### src/rx_filter_pkg.sv
/*
 Constants for the receive address filter and receive status block.
 Assumes an 8-bit register port and a byte-wide NRZ receive stream.
*/
// What this block does
// - Save errored frames only when bit 0 set
// - Runts accepted if set, but at least 8
// - All-ones destination needs accept broadcast bit
// - Group destinations must pass hash filter
// - Unicast needs station match unless promiscuous
// - Broadcast uses its own enable only, group enable not OR'd in
// - Status byte stored for good or saved frames that are not missed
// - Status cleared when next frame arrives
// - Intact bit only when no error bits
// - CRC bit and tally on CRC, alignment
// - Off-boundary end with bad CRC: alignment
// - Alignment/CRC pair never reads 10
// - FIFO overflow sets flag, aborts frame
// - No buffer or listen-only: missed flag, tally
// - Status bit 5 gives group match type
// - Receiver off flag follows listen-only mode
// - Deferring flag follows carrier, collision
// - Config write, status read share one offset
// - Every register is eight bits wide
// - Six CRC bits index sixty-four hash bits, only the low thirty-two writable
// - Destination compared bytewise, lowest register first
package rx_filter_pkg;
	localparam int          DATA_W          = 8;
	localparam int          ADDR_W          = 5;
	// Register offsets
	localparam logic [4:0]  OFF_RX_CONFIG   = 5'h0C;
	localparam logic [4:0]  OFF_STATION0    = 5'h00;
	localparam logic [4:0]  OFF_HASH0       = 5'h08;
	localparam logic [4:0]  OFF_ALIGN_TALLY = 5'h0D;
	localparam logic [4:0]  OFF_CRC_TALLY   = 5'h0E;
	localparam logic [4:0]  OFF_MISS_TALLY  = 5'h0F;
	localparam logic [4:0]  OFF_HASH_END    = 5'h0F;
	// Configuration bits
	localparam int          CFG_SAVE_ERR    = 0;
	localparam int          CFG_SHORT       = 1;
	localparam int          CFG_ALL_ONES    = 2;
	localparam int          CFG_GROUP       = 3;
	localparam int          CFG_ANY_UNI     = 4;
	localparam int          CFG_LISTEN      = 5;
	localparam logic [7:0]  CFG_RESET       = 8'h00;
	localparam logic [7:0]  CFG_MASK        = 8'h3F;
	// Status bits
	localparam int          ST_INTACT       = 0;
	localparam int          ST_CRC          = 1;
	localparam int          ST_ALIGN        = 2;
	localparam int          ST_FIFO         = 3;
	localparam int          ST_MISSED       = 4;
	localparam int          ST_GROUP        = 5;
	localparam int          ST_OFF          = 6;
	localparam int          ST_DEFER        = 7;
	// Length limits in bytes, then CRC constants
	localparam logic [10:0] MIN_FRAME       = 11'd64;
	localparam logic [10:0] MIN_RUNT        = 11'd8;
	localparam logic [10:0] LEN_MAX         = 11'h7FF;
	localparam logic [2:0]  ADDR_BYTES      = 3'd6;
	localparam logic [31:0] CRC_POLY        = 32'h04C11DB7;
	localparam logic [31:0] CRC_INIT        = 32'hFFFFFFFF;
	localparam logic [31:0] CRC_RESIDUE     = 32'hC704DD7B;
endpackage

### src/rx_filter_status.sv
/*
 Receive address filter and receive status logic.
 Assumes bytes arrive LSB first as pulses from the line codec deserialiser,
 framed by rx_start and rx_end pulses; all inputs synchronous to sys_clk.
*/
// Local design decision: the plain strobed port.
`timescale 1ns/1ps
module rx_filter_status (
	input  wire logic                           sys_clk,
	input  wire logic                           rstn,
	input  wire logic [rx_filter_pkg::ADDR_W-1:0] reg_addr,
	input  wire logic [rx_filter_pkg::DATA_W-1:0] reg_wdata,
	input  wire logic                           reg_wr,
	input  wire logic                           reg_rd,
	output logic      [rx_filter_pkg::DATA_W-1:0] reg_rdata,
	input  wire logic                           rx_start,
	input  wire logic                           rx_byte_valid,
	input  wire logic [7:0]                     rx_byte,
	input  wire logic                           rx_end,
	input  wire logic                           rx_dribble,
	input  wire logic                           fifo_overflow,
	input  wire logic                           no_buffer,
	input  wire logic                           carrier_sense,
	input  wire logic                           collision_line,
	output logic                                frame_accept,
	output logic                                frame_reject,
	output logic                                status_store,
	output logic [7:0]                          status_byte
);
	import rx_filter_pkg::*;

	////////////////////////////////////////////////////////////////////////
	// Bit-serial CRC step over one byte, LSB first
	function automatic logic [31:0] crc_byte(input logic [31:0] c, input logic [7:0] d);
		logic [31:0] r;
		r = c;
		for (int i = 0; i < 8; i++) begin
			if (r[31] ^ d[i]) begin
				r = {r[30:0], 1'b0} ^ CRC_POLY;
			end else begin
				r = {r[30:0], 1'b0};
			end
		end
		return r;
	endfunction

	// Saturating tally increment
	function automatic logic [7:0] tally_inc(input logic [7:0] t, input logic en);
		return (en && t != 8'hFF) ? t + 8'h01 : t;
	endfunction

	typedef enum logic [1:0] {
		S_IDLE = 2'b00,
		S_DEST = 2'b01,
		S_BODY = 2'b10
	} rx_state_e;

	typedef struct packed {
		rx_state_e      state;
		logic [7:0]     rx_config_reg;
		logic [47:0]    station_address_bytes;
		logic [63:0]    hash_filter_bits;
		logic [7:0]     rx_status_reg;
		logic [7:0]     alignment_tally;
		logic [7:0]     crc_tally;
		logic [7:0]     missed_tally;
		logic [31:0]    crc;
		logic [10:0]    len;
		logic [2:0]     dest_idx;
		logic           uni_match;
		logic           all_ones;
		logic           group;
		logic [5:0]     hash_idx;
		logic           overflow;
		logic [7:0]     rdata;
		logic           accept;
		logic           reject;
		logic           store;
		logic [7:0]     status_out;
	} state_s;

	state_s cur;
	state_s nxt;

	////////////////////////////////////////////////////////////////////////
	// All next-state logic
	always_comb begin
		logic       crc_bad;
		logic       align_err;
		logic       err;
		logic       len_ok;
		logic       addr_ok;
		logic       missed;
		logic       ok;
		logic [7:0] st;
		nxt = cur;
		crc_bad = 1'b0;
		align_err = 1'b0;
		err = 1'b0;
		len_ok = 1'b0;
		addr_ok = 1'b0;
		missed = 1'b0;
		ok = 1'b0;
		st = 8'h00;
		nxt.accept = 1'b0;
		nxt.reject = 1'b0;
		nxt.store = 1'b0;
		nxt.rdata = 8'h00;

		// Register writes; config and status share one offset by direction
		if (reg_wr) begin
			if (reg_addr == OFF_RX_CONFIG) begin
				nxt.rx_config_reg = reg_wdata & CFG_MASK;
			end else if (reg_addr < OFF_STATION0 + 5'(ADDR_BYTES)) begin
				nxt.station_address_bytes[reg_addr[2:0]*8 +: 8] = reg_wdata;
			end else if (reg_addr >= OFF_HASH0 && reg_addr < OFF_RX_CONFIG) begin
				nxt.hash_filter_bits[(reg_addr - OFF_HASH0)*8 +: 8] = reg_wdata;
			end
		end
		// Reads: data in the following cycle only
		if (reg_rd) begin
			if (reg_addr == OFF_RX_CONFIG) begin
				nxt.rdata = cur.rx_status_reg;
			end else if (reg_addr < OFF_STATION0 + 5'(ADDR_BYTES)) begin
				nxt.rdata = cur.station_address_bytes[reg_addr[2:0]*8 +: 8];
			end else if (reg_addr >= OFF_HASH0 && reg_addr < OFF_RX_CONFIG) begin
				nxt.rdata = cur.hash_filter_bits[(reg_addr - OFF_HASH0)*8 +: 8];
			end else if (reg_addr == OFF_ALIGN_TALLY) begin
				nxt.rdata = cur.alignment_tally;
			end else if (reg_addr == OFF_CRC_TALLY) begin
				nxt.rdata = cur.crc_tally;
			end else if (reg_addr == OFF_MISS_TALLY) begin
				nxt.rdata = cur.missed_tally;
			end
		end

		// Live flags follow their sources continuously
		nxt.rx_status_reg[ST_OFF] = nxt.rx_config_reg[CFG_LISTEN];
		nxt.rx_status_reg[ST_DEFER] = carrier_sense | collision_line;

		// Frame sequencer
		if (cur.overflow == 1'b0 && fifo_overflow && cur.state != S_IDLE) begin
			nxt.overflow = 1'b1;
		end
		case (cur.state)
			S_IDLE: begin
				if (rx_start) begin
					// Old frame status dropped on the new arrival
					nxt.rx_status_reg[5:0] = 6'h00;
					nxt.crc = CRC_INIT;
					nxt.len = 11'd0;
					nxt.dest_idx = 3'd0;
					nxt.uni_match = 1'b1;
					nxt.all_ones = 1'b1;
					nxt.group = 1'b0;
					nxt.overflow = 1'b0;
					nxt.state = S_DEST;
				end
			end
			S_DEST, S_BODY: begin
				if (rx_byte_valid) begin
					nxt.crc = crc_byte(cur.crc, rx_byte);
					if (cur.len != LEN_MAX) begin
						nxt.len = cur.len + 11'd1;
					end
				end
				if (cur.state == S_DEST && rx_byte_valid) begin
					// Byte compare, first byte against lowest station byte
					if (rx_byte != cur.station_address_bytes[cur.dest_idx*8 +: 8]) begin
						nxt.uni_match = 1'b0;
					end
					if (rx_byte != 8'hFF) begin
						nxt.all_ones = 1'b0;
					end
					if (cur.dest_idx == 3'd0) begin
						nxt.group = rx_byte[0];
					end
					nxt.dest_idx = cur.dest_idx + 3'd1;
					if (cur.dest_idx == ADDR_BYTES - 3'd1) begin
						// Top six CRC bits after last address bit pick a hash bit
						nxt.hash_idx = nxt.crc[31:26];
						nxt.state = S_BODY;
					end
				end
				if (rx_end || (fifo_overflow && !cur.overflow)) begin
					// Overflow aborts the frame at once
					crc_bad = (nxt.crc != CRC_RESIDUE);
					align_err = rx_dribble && crc_bad && !fifo_overflow;
					st[ST_CRC] = crc_bad && !fifo_overflow;
					st[ST_ALIGN] = align_err;
					st[ST_FIFO] = fifo_overflow || cur.overflow;
					err = st[ST_CRC] | st[ST_ALIGN];
					len_ok = (nxt.len >= MIN_FRAME) ||
						(cur.rx_config_reg[CFG_SHORT] && nxt.len >= MIN_RUNT);
					if (cur.state == S_BODY) begin
						if (cur.all_ones) begin
							addr_ok = cur.rx_config_reg[CFG_ALL_ONES];
						end else if (cur.group) begin
							addr_ok = cur.rx_config_reg[CFG_GROUP] && cur.hash_filter_bits[cur.hash_idx];
						end else begin
							addr_ok = cur.rx_config_reg[CFG_ANY_UNI] || cur.uni_match;
						end
					end
					ok = addr_ok && len_ok && !st[ST_FIFO] &&
						(!err || cur.rx_config_reg[CFG_SAVE_ERR]);
					missed = addr_ok && len_ok && !st[ST_FIFO] &&
						(cur.rx_config_reg[CFG_LISTEN] || no_buffer);
					st[ST_MISSED] = missed;
					st[ST_GROUP] = cur.group | cur.all_ones;
					st[ST_INTACT] = !(st[ST_CRC] | st[ST_ALIGN] | st[ST_FIFO] | missed);
					nxt.rx_status_reg[5:0] = st[5:0];
					nxt.crc_tally = tally_inc(cur.crc_tally, st[ST_CRC]);
					nxt.alignment_tally = tally_inc(cur.alignment_tally, align_err);
					nxt.missed_tally = tally_inc(cur.missed_tally, missed);
					nxt.accept = ok && !missed;
					nxt.reject = !(ok && !missed);
					nxt.store = ok && !missed;
					nxt.status_out = {nxt.rx_status_reg[7:6], st[5:0]};
					nxt.state = S_IDLE;
				end
			end
			default: begin
				nxt.state = S_IDLE;
			end
		endcase
	end

	////////////////////////////////////////////////////////////////////////
	// State register
	always_ff @(posedge sys_clk or negedge rstn) begin
		if (!rstn) begin
			cur <= '0;
			cur.rx_config_reg <= CFG_RESET;
			cur.state <= S_IDLE;
		end else begin
			cur <= nxt;
		end
	end

	// Outputs straight from flip-flops
	assign reg_rdata = cur.rdata;
	assign frame_accept = cur.accept;
	assign frame_reject = cur.reject;
	assign status_store = cur.store;
	assign status_byte = cur.status_out;
endmodule

### config.mk
export PLATFORM = sky130hd
export DESIGN_NAME = rx_filter_status
export DESIGN_NICKNAME = d
export VERILOG_FILES = /design/src/rx_filter_pkg.sv /design/src/rx_filter_status.sv
export SDC_FILE = /design/constraint.sdc
export NUM_CORES = 1
export LEC_CHECK = 0
export ABC_AREA = 1
export BUFFER_PORTS_ARGS = -buffer_cell sky130_fd_sc_hd__buf_2
export CORE_ASPECT_RATIO = 1.2
export CORE_MARGIN = 2
export CORE_UTILIZATION = 30
export CTS_CLUSTER_DIAMETER = 200
export DETAILED_ROUTE_END_ITERATION = 8
export SLEW_MARGIN = 20
export SYNTH_ARGS = -nofsm -noshare
export SYNTH_HDL_FRONTEND = slang
export SYNTH_SLANG_ARGS = --single-unit
### constraint.sdc
create_clock -name sys_clk -period 2.9 [get_ports sys_clk]
set_input_delay 0.435 -clock sys_clk [delete_from_list [all_inputs] [get_ports sys_clk]]
set_output_delay 0.435 -clock sys_clk [all_outputs]
set_load 0.05 [all_outputs]
==> summary.md <==
| Metric | Value |
|---|---|
| Initial Utilization | `between 30% and 40%` |
| Worst slew pin tran | `623.9 ps` |
| Non-Filler Instances | `2796` |
| Antenna diodes | `0` |
| First-pass GRT wire length | `77320 um` |
| Final Hold Vio Count | `0` |
| Clk sinks | `225` |
| Crit Path Class | `reg -> reg` |
| Cell family with most CP delay | `simple AND/OR/NAND/NOR gates` |
| Routed vias/inst | `5.157` |
| I/O Pins | `52` |
| Synthesized flop and latch total | `225` |
| Post-Synth XOR/XNOR Area | `2.444%` |
| Tot Pwr | `12.74 mW` |
| CP dominant cell by count | `nand2_1` |
| Placed cell count | `about 2.7k` |
| Total core area | `0.04713 mm^2` |
| CTS root buf | `clkbuf_16` |
| Worst-Skew Late Latency | `560 ps` |
| Startpoint types | `register` |
| Synth Area in Compound Gates | `17.42%` |
| Routed wire length | `49320 um` |
| Fin nets | `between 2k and 2.5k` |
| Power density cells | `745.6 mW/mm^2` |
| Min cycle time layout | `~2700 ps` |
| Reg2reg path depth | `19` |
| Initial antenna violation count | `0` |
| Hold Crit Start | `carrier_sense` |
| Layout area overhead | `18.75%` |
| Syn Area/Cell | `7.041 um^2` |
| Crit path largest cell delay | `420 ps` |
| Largest family of logic cells by synthesized area | `simple AND/OR/NAND/NOR gates` |
| Sequential share of the synthesized area | `between 30% and 40%` |
| DRC Markers | `0` |
| HPWL Detailed | `36650 um` |
| Wire length per cell | `around 18 um` |
| TritonCTS clock tree | `yes` |
| Synth Cell Area | `roughly 0.014 mm^2` |
| H-tree depth | `1` |
| CP Cell Sequence | `inv_1 > nand2_1 > nand2_1 > buf_4 > nand2_1 > nand3_1 > o21ai_1 > nand3_1 > nor2_1 > nand2_1 > nor2_2 > nand3_1 > nor2_1 > nand2_2 > nand3_4 > inv_4 > nand2_4 > nand2_1 > nand2_1` |
| Asr flop ratio synth | `100.0%` |
| Clock-pin transition on the worst setup and hold timing paths | `roughly 60 ps` |
| YS warnings | `0` |
| RD Place Congestion | `0.9698` |
| Mapped Cells | `2043` |
| GR Overflow Total | `0` |
| Number of global-route vias before repair | `about 14k` |
| Total CTS buffers | `26` |
| Leakage | `8.118 nW` |
| Max Fclk | `369.5 MHz` |
| Slowest stage cell, crit path | `dfrtp_1` |
| Crit Reg-Reg Startpoint | `cur[71]` |
| Worst path depth | `19` |
| Final Max Slew Viols | `0` |
| Critical path buffer and inverter count | `3` |
| Worst Hold Path Cells | `2` |
| Total die area | `0.04972 mm^2` |
| Worst slew margin | `between 50% and 60%` |
| Clk buf depth | `3` |
| CP Max Fanout | `9` |
| Synth Area in Adders | `2.314%` |
| Fraction of layout cells with a size suffix above 1 | `14.08%` |
| Largest net degree at the start of global routing | `just under 70` |
| Vert. Die Dim | `243.9 um` |
| Rows | `slightly below 90` |
| Post-synth EDFFs | `0` |
| Critical Path Sink Type | `register` |
| Status | `completed` |
| Synth Flop Type | `dfrtp_1` |
| Period Utilization, post-route | `93.33%` |
| DRT Pass-1 Iters | `5` |
| Maximum capacitance violations | `0` |
| GRT Util Overall | `19.67%` |
| Final setup vio count | `0` |
| Clock Skews | `roughly 7.9 ps` |
| Synthesized net count | `around 2.1k` |
| Critical Path RT | `about 3400 ps` |
| Port Buffer Count | `51` |
| Post-synthesis simple-gate area fraction | `29.17%` |
| CP Data Arrival Time | `3200 ps` |
| Initial DRC count | `1316` |
| DRT antenna net count | `0` |
| Unique cell type count in the Yosys netlist | `60` |
| Chip width | `203.9 um` |
| Worst setup path start | `cur[71]` |
| Worst Hold Class | `in -> reg` |
| Via count | `14.42k` |
| Mux share of post-synthesis cell area | `0.5045%` |
| Maximum vdd drop | `0.0003683 V` |
## per-layer routing
metal | GRT usage [%] | share of wire [%]
met2 | 33.17 | 48
met4 | 7.471 | 4.4
met5 | 0 | 0
met3 | 2.341 | 5.3
met1 | 25.65 | 43
## power by group
group | internal, mW | switching [mW] | leakage (nW) | total (mW)
combinational | 1.72 | 3.40 | 4.85 | 5.12
clock | 2.07 | 1.39 | 0.443 | 3.46
sequential | 3.68 | 0.470 | 2.82 | 4.15
total | 7.48 | 5.26 | 8.12 | 12.7
## worst reg2reg max path, cell delays in order (launching register included)
cell     delay, ps
dfrtp_1        420
inv_1           80
nand2_1         70
nand2_1        130
buf_4          190
nand2_1         50
nand3_1        120
o21ai_1        140
nand3_1        160
nor2_1         140
nand2_1         70
nor2_2         140
nand3_1         90
nor2_1         140
nand2_2        160
nand3_4        200
inv_4           90
nand2_4        110
nand2_1         80
nand2_1         60
## cell usage after synthesis (all sizes together) (4+ instances only)
library cell	number	area share [%]
nand3	158	5.6
clkinv	4	0.10
nor3	22	0.91
nor2	155	4.3
mux2i	5	0.35
o22ai	19	0.83
nor4	9	0.54
o21bai	8	0.42
a211oi	4	0.21
o221ai	12	0.73
dfrtp	225	39
a21oi	92	3.2
nand4	23	1.0
buf	41	1.9
or2	5	0.22
ha	25	2.2
clkbuf	58	1.5
inv	210	5.5
xnor2	5	0.30
xor2	33	2.1
o31ai	14	0.77
a31oi	8	0.35
o211ai	24	1.3
o21ai	245	8.6
nand2	614	16
## metrics by stage
step / instance area, um^2 / setup WS [ps] / TNS (ps) / hold WS [ps] / util (%)
2_1_floorplan: 14530 / -343.0 / -7475 / 139.4 / -
3_3_place_gp: 16070 / -150.7 / -3533 / 453.8 / 34.10
3_5_place_dp: 16070 / -242.5 / -5322 / 452.6 / 34.10
4_1_cts: 16980 / 32.45 / 0 / 77.08 / 36.03
5_1_grt: 17080 / -22.97 / -72.52 / 80.80 / 36.24
6_report: 17080 / 193.5 / 0 / 93.34 / 36.24
## area by class of cell
| class | count | area [um^2] |
|---|---|---|
| timing repair buffer | 182 | 1354 |
| multi-input combinational | 1505 | 7601 |
| inverter | 214 | 818.3 |
| fill | 5013 | 30050 |
| clock buffer | 39 | 800.8 |
| sequential | 225 | 5630 |
| tap | 623 | 779.5 |
| clock inverter | 8 | 96.34 |
## worst paths after layout
| check | end | slack (ps) |
|---|---|---|
| setup / recovery | cur[89] | 190 |
| hold / removal | cur[106] | 90 |
| setup reg to reg | cur[89] | 190 |
| hold reg to reg | status_byte[5] | 460 |
| max in group asynchronous | asynchronous set/reset pin | 1610 |
| min in group asynchronous | cur[68] | 440 |
## cell usage in the layout, fill, tap and decap left out, types with 7 or more instances in the layout
cell	n
nand2_1	585
o21ai_0	235
dfrtp_1	225
inv_1	198
nand3_1	154
nor2_1	143
buf_4	123
a21oi_1	92
buf_2	49
xor2_1	32
clkbuf_16	27
o211ai_1	24
ha_1	24
nand2_2	23
nand4_1	22
o22ai_1	19
nor3_1	16
o31ai_1	13
o221ai_1	12
inv_2	11
a31oi_1	8
nor2_2	8
o21bai_1	8
clkbuf_8	8
buf_12	8
o21ai_1	7
## cell families after synthesis
family	after synthesis
AND/OR/NAND/NOR	990
AO/OA/AOI/OAI	444
buffers and inverters	313
flip-flops	225
XOR/XNOR	38
adder cells (fa/ha/maj)	26
multiplexers	7
## timing repair
action | 4_1_cts | 5_1_grt
endpoints found under the setup margin | 0 | 31
buffers inserted | 0 | 1
hold buffers | 1 | 0
resized for setup | 0 | 29
hold endpoints to repair | 62 | 0
Note: power is estimated with default switching activity, not from simulation.
